$ cat src/logic/ebu_consts.vh
`ifndef EBU_CONSTS_VH
`define EBU_CONSTS_VH
// ----------------------------------------------------------------
// bus configuration word layout
// ----------------------------------------------------------------
`define CFG_W 13
`define CFG_MUX 0
`define CFG_WIDE 1
`define CFG_WAIT_LSB 2
`define CFG_WAIT_MSB 5
`define CFG_TRI 6
`define CFG_ALEX 7
`define CFG_RWDLY 8
`define CFG_RDYEN 9
`define CFG_RDY_LVL 10
`define CFG_CSEN 11
`define CFG_ACTIVE 12
// ----------------------------------------------------------------
// window select word layout: base address bits 23..12, size code
// ----------------------------------------------------------------
`define SEL_BASE_MSB 15
`define SEL_BASE_LSB 4
`define SEL_SIZE_MSB 3
// ----------------------------------------------------------------
// address space restriction codes and segment masks
// ----------------------------------------------------------------
`define SPACE_16M 2'h0
`define SPACE_1M 2'h1
`define SPACE_256K 2'h2
`define SPACE_64K 2'h3
`define SEG_MASK_16M 8'hFF
`define SEG_MASK_1M 8'h0F
`define SEG_MASK_256K 8'h03
`define SEG_MASK_64K 8'h00
// ----------------------------------------------------------------
// window indices and sync reset values
// ----------------------------------------------------------------
`define WIN_DEFAULT 3'h0
`define WIN_ONE 3'h1
`define WIN_TWO 3'h2
`define WIN_THREE 3'h3
`define WIN_FOUR 3'h4
`define SYNC_RESET 3'h5
`define CS_IDLE 5'h1F
`endif

$ cat src/logic/window_decoder.v
`include "ebu_consts.vh"
// priority decoder: which address window claims an address
module window_decoder (
  input wire [23:0] addr, // address under test
  input wire [15:0] sel1, // window 1 select word
  input wire [15:0] sel2, // window 2 select word
  input wire [15:0] sel3, // window 3 select word
  input wire [15:0] sel4, // window 4 select word
  input wire [3:0] act, // window active bits, bit 0 = window 1
  output reg [2:0] win // claiming window, 0 = default region
);
  // ----------------------------------------------------------------
  // match helper
  // ----------------------------------------------------------------
  // window spans 4 Kbyte shifted left by the size code
  function hit;
    input [23:0] a;
    input [15:0] s;
    reg [11:0] diff;
    begin
      diff = a[23:12] ^ s[`SEL_BASE_MSB:`SEL_BASE_LSB];
      hit = ((diff >> s[`SEL_SIZE_MSB:0]) == 12'h000);
    end
  endfunction

  // ----------------------------------------------------------------
  // priority: 4 over 3, 2 over 1; upper pair wins over lower pair
  // ----------------------------------------------------------------
  always @* begin
    win = `WIN_DEFAULT;
    if (act[3] && hit(addr, sel4)) begin
      win = `WIN_FOUR;
    end else if (act[2] && hit(addr, sel3)) begin
      win = `WIN_THREE;
    end else if (act[1] && hit(addr, sel2)) begin
      win = `WIN_TWO;
    end else if (act[0] && hit(addr, sel1)) begin
      win = `WIN_ONE;
    end
  end
endmodule // window_decoder

$ cat src/logic/external_bus_unit.v
// Overview of operation
// - single-chip mode plus four external bus modes
// - 16/18/20/24-bit address, 8/16-bit data
// - demux: address port, full or low data
// - mux: one port carries address then data
// - programmable cycle, tri-state, ALE, rw delay
// - four windows, each select plus config
// - window 4 beats 3, 2 beats 1
// - unmatched addresses use default configuration
// - five active-low chip selects, window plus default
// - per-configuration ready polarity bit
// - arbitration enable hands pins to controller
// - reset gives master, release-ack pin undriven until arbitration on
// - port6 dir bit7 selects slave, ack input
// - space restriction drives 8/4/2/0 segment lines
// - default chip select half cycle after ALE
// - timing bit moves chip select onto ALE
`include "ebu_consts.vh"
module external_bus_unit (
  input wire MCLK, // system clock
  input wire SRST, // synchronous reset, high
  input wire REQ, // core access request pulse
  input wire REQ_WR, // 1 = write
  input wire [23:0] REQ_ADDR, // access address
  input wire [15:0] REQ_WDATA, // write data
  output reg ACK, // access done pulse
  output reg [15:0] RDATA, // read data
  output reg BUSY, // request in progress
  input wire SINGLE_CHIP, // no external accesses
  input wire [1:0] ADDR_SPACE, // address space restriction
  input wire CHIP_SELECT_TIMING_BIT, // chip select on ALE edge
  input wire ARBITRATION_ENABLE_BIT, // status word hold enable
  input wire PORT6_DIR_BIT7, // 1 = slave arbitration
  input wire [12:0] DEFAULT_BUS_CONFIG_REG, // default config
  input wire [12:0] WINDOW1_BUS_CONFIG, // window 1 config
  input wire [12:0] WINDOW2_BUS_CONFIG, // window 2 config
  input wire [12:0] WINDOW3_BUS_CONFIG, // window 3 config
  input wire [12:0] WINDOW4_BUS_CONFIG, // window 4 config
  input wire [15:0] WINDOW_SELECT_REG1, // window 1 select
  input wire [15:0] WINDOW_SELECT_REG2, // window 2 select
  input wire [15:0] WINDOW_SELECT_REG3, // window 3 select
  input wire [15:0] WINDOW_SELECT_REG4, // window 4 select
  output reg [15:0] ADDRESS_PORT, // demux address lines
  output reg [7:0] SEGMENT_PORT, // upper address lines
  output reg [15:0] DATA_MUX_PORT_O, // data/address out
  output reg [1:0] DATA_MUX_PORT_OE, // byte lane enables
  input wire [15:0] DATA_MUX_PORT_I, // data in
  output reg ALE, // address latch strobe
  output reg RD_N, // read strobe
  output reg WR_N, // write strobe
  output reg [4:0] CHIP_SELECT_N, // bit 0 default, k window k
  output reg BUS_OE, // address/control drive enable
  input wire READY_I, // ready pin
  input wire HOLD_N_I, // hold request pin
  output reg BUS_WANT_REQUEST_N, // bus request pin
  input wire BUS_RELEASE_ACK_N_I, // ack pin in (slave)
  output reg BUS_RELEASE_ACK_N_O, // ack pin out (master)
  output reg BUS_RELEASE_ACK_N_OE // ack pin drive enable
);
  // ----------------------------------------------------------------
  // states
  // ----------------------------------------------------------------
  localparam S_IDLE = 3'h0; // bus owned, nothing to do
  localparam S_ADDR = 3'h1; // ALE high
  localparam S_ALEX = 3'h2; // lengthened ALE
  localparam S_DLY = 3'h3; // read/write delay
  localparam S_STRB = 3'h4; // strobe, waits and ready
  localparam S_TRI = 3'h5; // tri-state recovery
  localparam S_HOLD = 3'h6; // bus given away
  localparam S_GNT = 3'h7; // slave waiting for grant

  reg [2:0] state_ff; // current state
  reg pend_ff; // accepted request not yet started
  reg wr_ff; // latched direction
  reg [23:0] addr_ff; // latched address
  reg [15:0] wdata_ff; // latched write data
  reg [2:0] win_ff; // latched window index
  reg [12:0] cfg_ff; // latched configuration
  reg [3:0] wcnt_ff; // wait state counter
  reg arb_on_ff; // arbitration taken over, sticky
  reg [2:0] sync1_ff; // {ack_n, ready, hold_n} stage 1
  reg [2:0] sync2_ff; // stage 2
  reg [2:0] sync3_ff; // stage 3
  reg [2:0] filt_ff; // accepted pin levels
  wire [2:0] win_sel; // decoder result for REQ_ADDR
  wire hold_req; // hold requested (pin low)
  wire ready_lvl; // filtered ready level
  wire granted; // slave: other master acknowledged
  wire slave; // slave arbitration mode
  wire go_start; // begin an external access now
  wire [2:0] flip; // stage 2 and 3 disagree
  reg [12:0] cfg_sel; // config of decoded window

  // ----------------------------------------------------------------
  // helpers
  // ----------------------------------------------------------------
  // segment lines driven for each space restriction
  function [7:0] seg_mask;
    input [1:0] sp;
    begin
      case (sp)
        `SPACE_16M: seg_mask = `SEG_MASK_16M;
        `SPACE_1M: seg_mask = `SEG_MASK_1M;
        `SPACE_256K: seg_mask = `SEG_MASK_256K;
        default: seg_mask = `SEG_MASK_64K;
      endcase
    end
  endfunction

  // active-low one-hot chip select, none if disabled
  function [4:0] cs_vec;
    input [2:0] w;
    input en;
    begin
      cs_vec = `CS_IDLE;
      if (en) begin
        cs_vec[w] = 1'b0;
      end
    end
  endfunction

  // ----------------------------------------------------------------
  // window decode
  // ----------------------------------------------------------------
  window_decoder u_dec (
    .addr(REQ_ADDR),
    .sel1(WINDOW_SELECT_REG1),
    .sel2(WINDOW_SELECT_REG2),
    .sel3(WINDOW_SELECT_REG3),
    .sel4(WINDOW_SELECT_REG4),
    .act({WINDOW4_BUS_CONFIG[`CFG_ACTIVE], WINDOW3_BUS_CONFIG[`CFG_ACTIVE],
          WINDOW2_BUS_CONFIG[`CFG_ACTIVE], WINDOW1_BUS_CONFIG[`CFG_ACTIVE]}),
    .win(win_sel)
  );

  // pick the config word belonging to the window
  always @* begin
    case (win_sel)
      `WIN_ONE: cfg_sel = WINDOW1_BUS_CONFIG;
      `WIN_TWO: cfg_sel = WINDOW2_BUS_CONFIG;
      `WIN_THREE: cfg_sel = WINDOW3_BUS_CONFIG;
      `WIN_FOUR: cfg_sel = WINDOW4_BUS_CONFIG;
      default: cfg_sel = DEFAULT_BUS_CONFIG_REG;
    endcase
  end

  // ----------------------------------------------------------------
  // pin synchronisers
  // ----------------------------------------------------------------
  // three stages; a level counts once stages 2 and 3 agree
  assign flip = sync2_ff ^ sync3_ff;
  always @(posedge MCLK) begin
    if (SRST) begin
      sync1_ff <= `SYNC_RESET;
      sync2_ff <= `SYNC_RESET;
      sync3_ff <= `SYNC_RESET;
      filt_ff <= `SYNC_RESET;
    end else begin
      sync1_ff <= {BUS_RELEASE_ACK_N_I, READY_I, HOLD_N_I};
      sync2_ff <= sync1_ff;
      sync3_ff <= sync2_ff;
      filt_ff <= (sync3_ff & ~flip) | (filt_ff & flip);
    end
  end

  assign hold_req = ~filt_ff[0];
  assign ready_lvl = filt_ff[1];
  assign granted = ~filt_ff[2];
  assign slave = arb_on_ff & PORT6_DIR_BIT7;
  // master starts from idle unless a hold must be granted first
  assign go_start = ((state_ff == S_IDLE) && pend_ff && !SINGLE_CHIP && !slave &&
                     !(arb_on_ff && hold_req)) || ((state_ff == S_GNT) && granted);

  // ----------------------------------------------------------------
  // request intake and arbitration enable latch
  // ----------------------------------------------------------------
  // the pins stay under controller control once enabled, even if
  // software later clears the enable bit
  always @(posedge MCLK) begin
    if (SRST) begin
      arb_on_ff <= 1'b0;
      BUS_RELEASE_ACK_N_OE <= 1'b0;
    end else begin
      if (ARBITRATION_ENABLE_BIT) begin
        arb_on_ff <= 1'b1;
      end
      // master drives the ack pin, slave listens on it
      BUS_RELEASE_ACK_N_OE <= arb_on_ff & !PORT6_DIR_BIT7;
    end
  end

  // ----------------------------------------------------------------
  // bus sequencer
  // ----------------------------------------------------------------
  always @(posedge MCLK) begin
    if (SRST) begin
      state_ff <= S_IDLE;
      pend_ff <= 1'b0;
      wr_ff <= 1'b0;
      addr_ff <= 24'h000000;
      wdata_ff <= 16'h0000;
      win_ff <= `WIN_DEFAULT;
      cfg_ff <= 13'h0000;
      wcnt_ff <= 4'h0;
      ACK <= 1'b0;
      RDATA <= 16'h0000;
      BUSY <= 1'b0;
      ADDRESS_PORT <= 16'h0000;
      SEGMENT_PORT <= 8'h00;
      DATA_MUX_PORT_O <= 16'h0000;
      DATA_MUX_PORT_OE <= 2'h0;
      ALE <= 1'b0;
      RD_N <= 1'b1;
      WR_N <= 1'b1;
      CHIP_SELECT_N <= `CS_IDLE;
      BUS_OE <= 1'b1;
      BUS_WANT_REQUEST_N <= 1'b1;
      BUS_RELEASE_ACK_N_O <= 1'b1;
    end else begin
      ACK <= 1'b0;
      // accept one request at a time; BUSY refuses the rest
      if (REQ && !BUSY) begin
        pend_ff <= 1'b1;
        BUSY <= 1'b1;
        wr_ff <= REQ_WR;
        addr_ff <= REQ_ADDR;
        wdata_ff <= REQ_WDATA;
        win_ff <= win_sel;
        cfg_ff <= cfg_sel;
      end
      // address phase, common to master start and slave grant
      if (go_start) begin
        pend_ff <= 1'b0;
        BUS_OE <= 1'b1;
        ALE <= 1'b1;
        SEGMENT_PORT <= addr_ff[23:16] & seg_mask(ADDR_SPACE);
        if (cfg_ff[`CFG_MUX]) begin
          ADDRESS_PORT <= 16'h0000;
          DATA_MUX_PORT_O <= addr_ff[15:0];
          DATA_MUX_PORT_OE <= 2'h3;
        end else begin
          ADDRESS_PORT <= addr_ff[15:0];
          DATA_MUX_PORT_OE <= 2'h0;
        end
        if (CHIP_SELECT_TIMING_BIT) begin
          CHIP_SELECT_N <= cs_vec(win_ff, cfg_ff[`CFG_CSEN]);
        end
        state_ff <= S_ADDR;
      end
      case (state_ff)
        S_IDLE: begin
          if (pend_ff && SINGLE_CHIP) begin
            // no pins move in single-chip mode
            pend_ff <= 1'b0;
            BUSY <= 1'b0;
            ACK <= 1'b1;
            RDATA <= 16'h0000;
          end else if (arb_on_ff && !slave && hold_req) begin
            // release the bus to the other master
            BUS_OE <= 1'b0;
            DATA_MUX_PORT_OE <= 2'h0;
            CHIP_SELECT_N <= `CS_IDLE;
            BUS_RELEASE_ACK_N_O <= 1'b0;
            state_ff <= S_HOLD;
          end else if (pend_ff && slave) begin
            BUS_WANT_REQUEST_N <= 1'b0;
            state_ff <= S_GNT;
          end else if (slave) begin
            BUS_OE <= 1'b0;
          end
        end
        S_ADDR: begin
          if (!CHIP_SELECT_TIMING_BIT) begin
            // one clock here is half a CPU clock
            CHIP_SELECT_N <= cs_vec(win_ff, cfg_ff[`CFG_CSEN]);
          end
          if (cfg_ff[`CFG_ALEX]) begin
            state_ff <= S_ALEX;
          end else begin
            ALE <= 1'b0;
            state_ff <= S_DLY;
          end
        end
        S_ALEX: begin
          ALE <= 1'b0;
          state_ff <= S_DLY;
        end
        S_DLY: begin
          // data phase; 8-bit buses use the low byte only
          if (wr_ff) begin
            DATA_MUX_PORT_O <= cfg_ff[`CFG_WIDE] ? wdata_ff : {8'h00, wdata_ff[7:0]};
            DATA_MUX_PORT_OE <= cfg_ff[`CFG_WIDE] ? 2'h3 : 2'h1;
          end else begin
            DATA_MUX_PORT_OE <= 2'h0;
          end
          wcnt_ff <= cfg_ff[`CFG_WAIT_MSB:`CFG_WAIT_LSB];
          // delayed strobe waits one extra clock in this state
          if (!cfg_ff[`CFG_RWDLY] || (!RD_N || !WR_N) || wcnt_ff == 4'hF) begin
            RD_N <= wr_ff;
            WR_N <= !wr_ff;
            state_ff <= S_STRB;
          end else begin
            wcnt_ff <= 4'hF;
          end
        end
        S_STRB: begin
          if (wcnt_ff != 4'h0) begin
            wcnt_ff <= wcnt_ff - 4'h1;
          end else if (cfg_ff[`CFG_RDYEN] && (ready_lvl != cfg_ff[`CFG_RDY_LVL])) begin
            // hold the strobe until ready shows its active level
            state_ff <= S_STRB;
          end else begin
            RD_N <= 1'b1;
            WR_N <= 1'b1;
            CHIP_SELECT_N <= `CS_IDLE;
            DATA_MUX_PORT_OE <= 2'h0;
            RDATA <= cfg_ff[`CFG_WIDE] ? DATA_MUX_PORT_I : {8'h00, DATA_MUX_PORT_I[7:0]};
            ACK <= 1'b1;
            BUSY <= 1'b0;
            state_ff <= cfg_ff[`CFG_TRI] ? S_TRI : S_IDLE;
            if (slave) begin
              BUS_WANT_REQUEST_N <= 1'b1;
            end
          end
        end
        S_TRI: begin
          state_ff <= S_IDLE;
        end
        S_HOLD: begin
          // ask for the bus back while work is waiting
          BUS_WANT_REQUEST_N <= !pend_ff;
          if (!hold_req) begin
            BUS_OE <= 1'b1;
            BUS_RELEASE_ACK_N_O <= 1'b1;
            BUS_WANT_REQUEST_N <= 1'b1;
            state_ff <= S_IDLE;
          end
        end
        S_GNT: begin
          // waiting; go_start above fires once granted
        end
        default: begin
          state_ff <= S_IDLE;
        end
      endcase
    end
  end
endmodule // external_bus_unit

$ cat config.mk
export PLATFORM = sky130hd
export DESIGN_NAME = external_bus_unit
export DESIGN_NICKNAME = d
export VERILOG_FILES = /design/src/logic/window_decoder.v /design/src/logic/external_bus_unit.v
export VERILOG_INCLUDE_DIRS = /design/src /design/src/logic
export SDC_FILE = /design/constraint.sdc
export NUM_CORES = 1
export LEC_CHECK = 0
export ABC_AREA = 1
export BUFFER_PORTS_ARGS = -buffer_cell sky130_fd_sc_hd__buf_4
export CELL_PAD_IN_SITES_DETAIL_PLACEMENT = 1
export CELL_PAD_IN_SITES_GLOBAL_PLACEMENT = 1
export CORE_UTILIZATION = 34
export CTS_BUF_LIST = sky130_fd_sc_hd__clkbuf_4 sky130_fd_sc_hd__clkbuf_8 sky130_fd_sc_hd__clkbuf_16
export DETAILED_ROUTE_END_ITERATION = 7
export GPL_TIMING_DRIVEN = 1
export PLACE_DENSITY = 0.91
export RECOVER_POWER = 50
export SYNTH_ARGS = -nofsm -noshare
export SYNTH_HDL_FRONTEND = slang
export SYNTH_HIERARCHICAL = 1
export SYNTH_SLANG_ARGS = --single-unit
export TNS_END_PERCENT = 50
$ cat constraint.sdc
create_clock -name MCLK -period 3.05 [get_ports MCLK]
set_input_delay 0.61 -clock MCLK [delete_from_list [all_inputs] [get_ports MCLK]]
set_output_delay 0.61 -clock MCLK [all_outputs]
set_load 0.05 [all_outputs]
==> metrics.cfg, run 1 <==
[route]
wl_per_cell_um=17.3
wl_mm=29.6
drt-initial-drc-count=459
via_per_inst=5.09
dr_total_vias=8717
drt-pass1-iter-count=6
drc=0
drtAntennaViolNets=0

[timing]
post-route-period-util_pct=86.2
post-route-min-period_ns=2.63
finalHoldViolCount=0
fmax_ghz=0.380
slew_violations=53
setup_tns_ns=0
rsz0062_at_grt=no
worst_pin_slew_ns=2.40
maxSlewHeadroom_pct=-60.0
whs_ns=0.374
setup_viol=0
final.setup_skew_ns=0.0124

[synthesis]
synth_xor_area_share_pct=4.25
synthMuxAreaShare_pct=0
yosys-top-cells-count=nand2_1, nor2_1, inv_1, dfxtp_1, o21ai_0
synth-edff-count=0
ys_ff_latch=149
syn_area_um2=7770
synth_nets=1374
synth_top_area_share_pct=38.4
ys.flop_type=dfxtp_1
netlist_instances=1174
synth-adder-area-share_pct=0.322
synth_compound_area_share_pct=18.4
ys_seq_area_share_pct=38.4
ys_async_sr_fraction_pct=0
post_synth.cell_area_avg_um2=6.62
synth_top_family_by_area=simple AND/OR/NAND/NOR gates
ys_types=41
synthSimpleGateAreaFrac_pct=27.2
synth_top_cell_by_area=dfxtp_1
yosysMostFrequentCell=nand2_1
ys_top_cells_by_area=dfxtp_1, nand2_1, o21ai_0, nor2_1, inv_1
yosysWarnings=6

[setup_path]
cp_slowest_cell=clkbuf_2
crit_path_start=SRST
timing.rr.start=BUSY$_SDFF_PP0_
r2r_slack_ns=0.51
r2r-end=addr_ff[2]$_SDFFE_PP0P_
path_max_fanout=68
endpoint_kind=flop
worst_ep_arrival_time_ns=2.97
critPathMaxStageDelay_ns=1.07
worstSetupStartpointType=input pin
reg2regPathDepth=5
crit_type=input pin to flop
worstPathCellList=clkbuf_1, inv_1, clkbuf_2, o21ai_0, a21oi_1
worstPathRequired_ns=3.39

[global_routing]
grt_util_met3_pct=4.34
grt_max_degree=69
grt_antenna_before_repair=0
grt_pass1_wl_mm=46.9
grtUsageTotal_pct=25.3
grt_pass1_vias=9035
top_usage_layer=met2
grt.overflow.total=0
met2_usage_pct=43.3
grtUsageMet1_pct=30.9

[clocking]
cts_tree=yes
clock-sinks=149
clock-root-buffer=clkbuf_16
clock_latency_ns=0.42
cts_buffers=17
cts_setup_buffers=0
cts_buffer_depth=2
post_cts_resized=0
cts_hold_buf=0
clk_pin_slew_ns=0.06
cts_max_level=4

[floorplanning]
die_w_um=153
start_util_pct=35.2
core_um2=22100
die_y_um=153
io_pins=270
num_rows=54
dieArea_um2=23500

[power]
ir_worst_vdd_uv=330
p_per_area_nw_per_um2=576
cellLeakagePower_uw=0.00483

[layout]
fin_util_pct=46.7
regArea_um2=2980
nNetsFinal=1619
fillers=2878
drive_above_1_share_pct=20.0
multi_input_area_um2=3890
num_antenna_cells=0
area_growth_pct=32.9
final_area_um2=10300
final_cells=1712

[worst_hold_path]
hold_path_depth=2
holdCritStartpoint=HOLD_N_I
min_to=sync1_ff[0]$_SDFF_PP1_
hp-class=input pin to flop

[placement]
place_inst=1680
place.port_buffers=268
placed_area_um2=10000
place.gp.congestion=0.887
place_hpwl_mm=22.3

[outcome]
status=finished, violations left
violations=capacitance limit, slew limit

[run]
maxCapViolCount=1

worst max-delay path, delay by kind of cell:
family | cells | cell delay (ns)
buffers and inverters | 3 | 1.78
AO/OA/AOI/OAI | 2 | 0.51
layout by cell type (no fill, tap or decap), types with 3 or more instances in the layout:
master	Yosys	layout
clkbuf_16	0	17
a21oi_1	72	72
nand2_1	208	208
xor2_1	9	9
xnor2_1	25	25
nor2_1	159	159
buf_4	3	215
inv_1	153	153
nand4_1	6	6
o21ai_1	10	10
a211oi_1	5	5
o22ai_1	26	26
or2_2	6	6
inv_2	9	9
clkinvlp_4	0	4
nand2_2	5	5
clkbuf_1	37	64
nand3_1	85	85
o21ai_0	147	147
inv_6	0	3
inv_8	0	3
nor3_1	15	15
a31oi_1	3	3
dfxtp_1	149	149
kinds of logic (layout without fill, tap and decap cells):
logic type | Yosys count | after routing
AO/OA/AOI/OAI | 268 | 268
XOR/XNOR | 36 | 36
adder cells (fa/ha/maj) | 2 | 2
buffers and inverters | 221 | 479
flip-flops | 149 | 149
AND/OR/NAND/NOR | 498 | 498
registers in the layout, indices dropped and copies added, names as in the netlist, 2 cells and up, named ones only:
register	flops
sync3_ff	3
ADDRESS_PORT	16
wdata_ff	16
SEGMENT_PORT	8
win_ff	3
addr_ff	24
cfg_ff	12
DATA_MUX_PORT_OE	2
CHIP_SELECT_N	5
RDATA	16
DATA_MUX_PORT_O	16
sync2_ff	3
state_ff	3
wcnt_ff	4
sync1_ff	3
area by class of cell:
cell class | instances | area share (%)
multi-input cells | 804 | 37.7
flip-flops and latches | 149 | 28.9
repair buffers | 283 | 18.4
inverters | 164 | 5.96
clock buffers | 18 | 4.19
well taps | 280 | 3.39
clock inverters | 14 | 1.38
report_power, final:
| group | switching [uW] | internal, uW | total [uW] |
|---|---|---|---|
| Clock | 898 | 1160 | 2050 |
| Sequential | 146 | 2130 | 2270 |
| Combinational | 1080 | 536 | 1620 |
| Total | 2130 | 3820 | 5950 |
metrics by stage:
stage	setup WS (ns)	total power (uW)
6_report	0.422	5950
5_1_grt	0.227	6250
4_1_cts	0.521	6030
3_5_place_dp	0.0917	3980
3_3_place_gp	0.142	3910
2_1_floorplan	0.541	3320
worst max path at each step:
stage | end | slack, ns | depth (start not counted)
4_1_cts | cfg_ff[4]$_SDFFE_PP0P_ | 0.52 | 20
5_1_grt | ALE$_SDFF_PP0_ | 0.23 | 5
6_report | addr_ff[2]$_SDFFE_PP0P_ | 0.42 | 5
3_5_place_dp | cfg_ff[4]$_SDFFE_PP0P_ | 0.09 | 20
3_3_place_gp | cfg_ff[4]$_SDFFE_PP0P_ | 0.14 | 20
2_1_floorplan | cfg_ff[10]$_SDFFE_PP0P_ | 0.54 | 16
metal layers:
metal  up-vias  routed length [um]
li1       4255                   -
met1      4096               12800
met2       291               14300
met3        75                1290
met4         0                1180
met5         -                   0
(Power assumes the default switching activity.)
==> inputs of run 2 (changes only) <==
--- a/config.mk
+++ b/config.mk
@@ -6,15 +6,14 @@
 export SDC_FILE = /design/constraint.sdc
 export NUM_CORES = 1
 export LEC_CHECK = 0
-export ABC_AREA = 1
 export BUFFER_PORTS_ARGS = -buffer_cell sky130_fd_sc_hd__buf_4
 export CELL_PAD_IN_SITES_DETAIL_PLACEMENT = 1
 export CELL_PAD_IN_SITES_GLOBAL_PLACEMENT = 1
-export CORE_UTILIZATION = 34
+export CORE_UTILIZATION = 36
 export CTS_BUF_LIST = sky130_fd_sc_hd__clkbuf_4 sky130_fd_sc_hd__clkbuf_8 sky130_fd_sc_hd__clkbuf_16
 export DETAILED_ROUTE_END_ITERATION = 7
 export GPL_TIMING_DRIVEN = 1
-export PLACE_DENSITY = 0.91
+export PLACE_DENSITY = 0.92
 export RECOVER_POWER = 50
 export SYNTH_ARGS = -nofsm -noshare
 export SYNTH_HDL_FRONTEND = slang
==> metrics.cfg, run 2 <==
[placement]
place.port_buffers=268  ; unchanged
place.gp.congestion=0.894  ; was 0.887
pre_cts_slack_ns=-0.302  ; was 0.0917 ns
placed_area_um2=9960  ; was 10000 um^2
place_hpwl_mm=19.6  ; was 22.3 mm

[timing]
setup_tns_ns=0  ; unchanged
finalHoldViolCount=0  ; unchanged
fmax_ghz=0.347  ; was 0.380 GHz
setup_viol=0  ; unchanged
layout_setup_ws_ns=0.166  ; was 0.422 ns
slew_violations=0  ; was 53
post-route-min-period_ns=2.88  ; was 2.63 ns
rsz0062_at_grt=no  ; unchanged
maxSlewHeadroom_pct=39.5  ; was -60.0%
worst_pin_slew_ns=0.908  ; was 2.40 ns
post-route-period-util_pct=94.5  ; was 86.2%
final.setup_skew_ns=0.0109  ; was 0.0124 ns

[synthesis]
synth_nets=1121  ; was 1374
syn_area_um2=7450  ; was 7770 um^2
ys_ff_latch=149  ; unchanged
yosysWarnings=6  ; unchanged
ys_async_sr_fraction_pct=0  ; unchanged
post_synth.cell_area_avg_um2=8.08  ; was 6.62 um^2
ys_top_cells_by_area=dfxtp_1, nand2_1, a21oi_1, mux2i_1, nor2_1  ; was dfxtp_1, nand2_1, o21ai_0, nor2_1, inv_1
ys_types=71  ; was 41
synth_top_cell_by_area=dfxtp_1  ; unchanged
synth-edff-count=0  ; unchanged
yosys-top-cells-count=nand2_1, dfxtp_1, a21oi_1, nor2_1, clkbuf_1  ; was nand2_1, nor2_1, inv_1, dfxtp_1, o21ai_0
yosysMostFrequentCell=nand2_1  ; unchanged
ys_seq_area_share_pct=40.1  ; was 38.4%
ys.flop_type=dfxtp_1  ; unchanged
netlist_instances=921  ; was 1174
synth_top_area_share_pct=40.1  ; was 38.4%

[layout]
layout_commonest_cell=buf_4  ; unchanged
regMostFlops=addr_ff  ; unchanged
area_growth_pct=38.1  ; was 32.9%
nNetsFinal=1400  ; was 1619
drive_above_1_share_pct=26.2  ; was 20.0%
fin_util_pct=50.8  ; was 46.7%
largest_reg_flops=24  ; unchanged
num_antenna_cells=0  ; unchanged
fillers=2532  ; was 2878
final_area_um2=10300  ; about the same
layout_common_cells=buf_4, nand2_1, dfxtp_1  ; was buf_4, nand2_1, nor2_1

[setup_path]
crit_type=input pin to flop  ; unchanged
path_max_fanout=10  ; was 68
endpoint_kind=flop  ; unchanged
critPathMaxStageDelay_ns=0.35  ; was 1.07 ns
reg2regPathDepth=7  ; was 5
cp_top_family=compound AO/OA/AOI/OAI gates  ; was buffers and inverters
worstPathRequired_ns=3.33  ; was 3.39 ns
worst_ep_arrival_time_ns=3.17  ; was 2.97 ns
r2r-end=RDATA[6]$_SDFFE_PP0P_  ; was addr_ff[2]$_SDFFE_PP0P_
cp_slowest_cell=o31ai_1  ; was clkbuf_2
worstSetupStartpointType=input pin  ; unchanged
worstPathCellList=buf_4, xnor2_1, a21oi_1, o31ai_1, a41oi_2, o221ai_2, a21oi_2, buf_12, or2_2, buf_12, mux2i_1, a211oi_1, a21oi_1, nor2_1  ; was clkbuf_1, inv_1, clkbuf_2, o21ai_0, a21oi_1
cp_num_buf_inv=3  ; unchanged
timing.rr.start=wcnt_ff[0]$_SDFFE_PP0P_  ; was BUSY$_SDFF_PP0_
r2r_slack_ns=0.57  ; was 0.51 ns

[clocking]
cts_tree=yes  ; unchanged
clock-sinks=149  ; unchanged
cts_buffer_depth=2  ; unchanged
clk_pin_slew_ns=0.06  ; about the same
clock-root-buffer=clkbuf_16  ; unchanged
cts_hold_buf=0  ; unchanged
cts_max_level=4  ; unchanged
cts_buffers=17  ; unchanged
clock_latency_ns=0.42  ; about the same

[global_routing]
grt_antenna_before_repair=0  ; unchanged
grt_pass1_wl_mm=43.1  ; was 46.9 mm
grt_pass1_vias=8453  ; was 9035
grt_max_degree=56  ; was 69
grt.overflow.total=0  ; unchanged
grtUsageTotal_pct=25.5  ; was 25.3%

[route]
drt-initial-drc-count=317  ; was 459
drc=0  ; unchanged
wl_mm=26.9  ; was 29.6 mm
dr_total_vias=7860  ; was 8717
drt-pass1-iter-count=5  ; was 6
via_per_inst=5.30  ; was 5.09
drtAntennaViolNets=0  ; unchanged
wl_per_cell_um=18.1  ; was 17.3 um

[power]
power.total_uw=5460  ; was 5950 uW
ir_worst_vdd_uv=399  ; was 330 uV
cellLeakagePower_uw=0.00427  ; was 0.00483 uW
p_per_area_nw_per_um2=531  ; was 576 nW/um^2

[floorplanning]
core_um2=20200  ; was 22100 um^2
dieArea_um2=21300  ; was 23500 um^2
start_util_pct=36.8  ; was 35.2%
num_rows=52  ; was 54
die_y_um=146  ; was 153 um
die_w_um=146  ; was 153 um
io_pins=270  ; unchanged

[run]
maxCapViolCount=0  ; was 1

[worst_hold_path]
holdCritStartpoint=BUS_RELEASE_ACK_N_I  ; was HOLD_N_I
min_to=sync1_ff[2]$_SDFF_PP1_  ; was sync1_ff[0]$_SDFF_PP1_
hp-class=input pin to flop  ; unchanged
hold_path_depth=2  ; unchanged

[outcome]
status=finished, final reports clean  ; was finished, violations left

==> run 2: routing by layer <==
metal	share of wire, %	wire length (um)	up-vias	GRT usage, %
met2	53	14200	236	46.9
met4	3.2	861	0	11.7
met5	0	0	-	0
met3	4.6	1240	69	5.20
met1	39	10600	3790	28.1
li1	-	-	3765	-
==> run 2: cell type report <==
class	count	area, um^2	share of cell area, %
clock inverter	8	98.8	0.961
sequential	149	2980	29.0
clock buffer	23	489	4.76
tap	270	338	3.29
timing repair buffer	317	2170	21.1
multi-input combinational	700	4150	40.3
inverter	15	56.3	0.548
==> run 2: stage by stage <==
| stage | hold slack [ns] | cells |
|---|---|---|
| 6_report | 0.372 | 1482 |
| 3_5_place_dp | 0.397 | 1451 |
| 3_3_place_gp | 0.392 | 1451 |
| 4_1_cts | 0.356 | 1482 |
| 5_1_grt | 0.361 | 1482 |
| 2_1_floorplan | 0.389 | 921 |
==> run 2: logic make-up (layout without fill, tap and decap cells) <==
kind of cell	count (synthesis)	count (layout)	share of synthesized area, %
AOI/OAI and AO/OA	238	238	21.2
xor gates and xnor gates	49	49	5.76
adders and majority gates	2	2	0.336
buffers and inverters	72	363	4.49
DFF	149	149	40.1
muxes	37	37	5.66
and+or+nand+nor	374	374	22.5
==> run 2: worst max-delay path by stage <==
stage,from,endpoint,slack (ns),cells after the start
after floorplan,WINDOW_SELECT_REG2[0],cfg_ff[10]$_SDFFE_PP0P_,0.04,12
after global placement,REQ_ADDR[16],cfg_ff[1]$_SDFFE_PP0P_,-0.24,13
after detailed placement,REQ_ADDR[17],cfg_ff[1]$_SDFFE_PP0P_,-0.30,13
after CTS,REQ_ADDR[17],cfg_ff[1]$_SDFFE_PP0P_,0.12,13
after global routing,REQ_ADDR[18],cfg_ff[7]$_SDFFE_PP0P_,0.03,14
final,REQ_ADDR[16],cfg_ff[11]$_SDFFE_PP0P_,0.17,14
==> run 2: where the power goes <==
part	total (uW)	switching, uW	internal [uW]
Clock	2110	816	1290
Sequential	2150	100	2050
Combinational	1210	680	530
Total	5460	1600	3870
==> run 2: worst reg2reg max path, delay by kind of cell, from the launching register on <==
family | cells | cell delay [ns]
compound gates | 3 | 1.19
simple gates | 2 | 0.62
flops | 1 | 0.34
fa+ha+maj | 1 | 0.18
buf+inv | 1 | 0.09
==> run 2: repair_timing <==
action                     CTS  global route
setup endpoints to repair    0             1
resized for setup            0             1
setup buffers                0             0
==> inputs of run 3 (changes only) <==
--- a/config.mk
+++ b/config.mk
@@ -14,7 +14,7 @@
 export DETAILED_ROUTE_END_ITERATION = 7
 export GPL_TIMING_DRIVEN = 1
 export PLACE_DENSITY = 0.92
-export RECOVER_POWER = 50
+export RECOVER_POWER = 100
 export SYNTH_ARGS = -nofsm -noshare
 export SYNTH_HDL_FRONTEND = slang
 export SYNTH_HIERARCHICAL = 1
==> constraint.sdc (replaced) <==
create_clock -name MCLK -period 3.05 [get_ports MCLK]
set_input_delay 0.61 -clock MCLK [delete_from_list [all_inputs] [get_ports MCLK]]
set_output_delay 0.61 -clock MCLK [all_outputs]
set_load 0.005 [all_outputs]
==> metrics.cfg, run 3 (same netlist as run 2, synthesis figures left out) <==
[setup_path]
endpoint_kind=flop  ; unchanged
r2r-end=DATA_MUX_PORT_O[1]$_SDFF_PP0_  ; was RDATA[6]$_SDFFE_PP0P_
worstPathRequired_ns=3.34  ; was 3.33 ns
critPathMaxStageDelay_ns=0.51  ; was 0.35 ns
worstSetupStartpointType=input pin  ; unchanged
r2r_slack_ns=0.31  ; was 0.57 ns
worstPathCellList=buf_4, buf_12, xor2_1, o21ai_0, a41oi_1, o221ai_2, a21oi_2, buf_12, mux4_2, nor2_1, a211oi_1, a21oi_1, nor2_1  ; was buf_4, xnor2_1, a21oi_1, o31ai_1, a41oi_2, o221ai_2, a21oi_2, buf_12, or2_2, buf_12, mux2i_1, a211oi_1, a21oi_1, nor2_1
path_max_fanout=10  ; unchanged
cp_num_buf_inv=3  ; unchanged
cp_top_family=compound AO/OA/AOI/OAI gates  ; unchanged
reg2regPathDepth=6  ; was 7
crit_path_start=REQ_ADDR[18]  ; was REQ_ADDR[16]
cp_slowest_cell=mux4_2  ; was o31ai_1
endpoint=cfg_ff[3]$_SDFFE_PP0P_  ; was cfg_ff[11]$_SDFFE_PP0P_
worst_ep_arrival_time_ns=3.19  ; was 3.17 ns
timing.rr.start=state_ff[0]$_SDFF_PP0_  ; was wcnt_ff[0]$_SDFFE_PP0P_
crit_type=input pin to flop  ; unchanged
cp.depth=13  ; was 14

[clocking]
clock-sinks=149  ; unchanged
cts_buffer_depth=2  ; unchanged
cts_buffers=17  ; unchanged
clock-root-buffer=clkbuf_16  ; unchanged
clk_pin_slew_ns=0.06  ; about the same
cts_max_level=4  ; unchanged
clock_latency_ns=0.42  ; about the same
cts_tree=yes  ; unchanged
cts_hold_buf=0  ; unchanged

[timing]
layout_setup_ws_ns=0.153  ; was 0.166 ns
setup_viol=0  ; unchanged
rsz0062_at_grt=no  ; unchanged
slew_violations=0  ; unchanged
fmax_ghz=0.345  ; was 0.347 GHz
final.setup_skew_ns=0.0116  ; was 0.0109 ns
post-route-period-util_pct=95.0  ; was 94.5%
worst_pin_slew_ns=1.26  ; was 0.908 ns
finalHoldViolCount=0  ; unchanged
maxSlewHeadroom_pct=15.6  ; was 39.5%
post-route-min-period_ns=2.90  ; was 2.88 ns

[placement]
place_inst=1451  ; unchanged
place_hpwl_mm=19.6  ; unchanged
place.gp.congestion=0.894  ; unchanged
place.port_buffers=268  ; unchanged
pre_cts_slack_ns=-0.302  ; unchanged

[route]
drtAntennaViolNets=0  ; unchanged
drt-pass1-iter-count=5  ; unchanged
drc=0  ; unchanged
wl_mm=26.8  ; was 26.9 mm
wl_per_cell_um=18.1  ; about the same
drt-initial-drc-count=324  ; was 317
dr_total_vias=7875  ; was 7860
via_per_inst=5.31  ; was 5.30

[global_routing]
grt_max_degree=56  ; unchanged
grtUsageTotal_pct=25.5  ; unchanged
grt.overflow.total=0  ; unchanged
grt_pass1_wl_mm=43.1  ; unchanged
grt_pass1_vias=8453  ; unchanged
grt_antenna_before_repair=0  ; unchanged

[layout]
drive_above_1_share_pct=29.4  ; was 26.2%
layout_common_cells=buf_4, nand2_1, dfxtp_1  ; unchanged
largest_reg_flops=24  ; unchanged
area_growth_pct=39.8  ; was 38.1%
fin_util_pct=51.4  ; was 50.8%
num_antenna_cells=0  ; unchanged
layout_commonest_cell=buf_4  ; unchanged
nNetsFinal=1400  ; unchanged
regMostFlops=addr_ff  ; unchanged
final_cells=1482  ; unchanged
fillers=2505  ; was 2532

[power]
cellLeakagePower_uw=0.00445  ; was 0.00427 uW
p_per_area_nw_per_um2=517  ; was 531 nW/um^2
ir_worst_vdd_uv=400  ; was 399 uV

[worst_hold_path]
hp-class=input pin to flop  ; unchanged
holdCritStartpoint=BUS_RELEASE_ACK_N_I  ; unchanged

[floorplanning]
io_pins=270  ; unchanged
dieArea_um2=21300  ; unchanged
core_um2=20200  ; unchanged
die_w_um=146  ; unchanged
num_rows=52  ; unchanged
die_y_um=146  ; unchanged
start_util_pct=36.8  ; unchanged

[run]
maxCapViolCount=0  ; unchanged

[outcome]
status=finished, final reports clean  ; unchanged

[run 3: through the flow]
stage / hold slack, ns / instance area, um^2 / total power [uW] / TNS [ns]
2_1_floorplan: 0.389 / 7450 / 2800 / 0
3_3_place_gp: 0.392 / 9960 / 3280 / -1.05
3_5_place_dp: 0.397 / 9960 / 3330 / -1.79
4_1_cts: 0.356 / 10500 / 5460 / 0
5_1_grt: 0.361 / 10400 / 5630 / 0
6_report: 0.370 / 10400 / 5380 / 0
[run 3: area by class of cell]
type | instances | area [um^2] | area share, %
Multi-Input combinational cell | 700 | 4070 | 39.1
Sequential cell | 149 | 2980 | 28.7
Timing Repair Buffer | 317 | 2370 | 22.8
Clock buffer | 23 | 489 | 4.70
Tap cell | 270 | 338 | 3.25
Clock inverter | 8 | 98.8 | 0.950
Inverter | 15 | 56.3 | 0.541
[run 3: power by group]
part | total (uW) | internal, uW | switching, uW
registers | 2140 | 2050 | 96.2
logic | 1130 | 527 | 605
clock network | 2110 | 1290 | 817
[run 3: timing repair]
action | 4_1_cts | 5_1_grt
buffers inserted | 0 | 0
hold endpoints to repair | 0 | 0
resized for setup | 0 | 1
endpoints found under the setup margin | 0 | 1
[run 3: worst min path at each step]
stage                             end  slack [ns]  depth (start not counted)
6_report       sync1_ff[2]$_SDFF_PP1_        0.37                          2
5_1_grt        sync1_ff[2]$_SDFF_PP1_        0.36                          2
4_1_cts        sync1_ff[0]$_SDFF_PP1_        0.36                          2
3_5_place_dp   sync2_ff[2]$_SDFF_PP1_        0.40                          1
3_3_place_gp   sync2_ff[0]$_SDFF_PP1_        0.39                          1
2_1_floorplan  sync2_ff[0]$_SDFF_PP1_        0.39                          1
[run 3: per-layer routing]
metal	GRT usage [%]	vias up	part of all wire, %
met5	0	-	0
met4	11.7	0	3.1
met3	5.20	63	4.7
met2	46.9	242	53
met1	28.1	3810	39
li1	-	3760	-
[run 3: worst register-to-register path, delay by kind of cell, from the launching register on]
kind / cells / cell delay (ns)
AOI/OAI and AO/OA: 3 / 0.85
DFF: 1 / 0.43
and+or+nand+nor: 2 / 0.83
buffers and inverters: 1 / 0.47
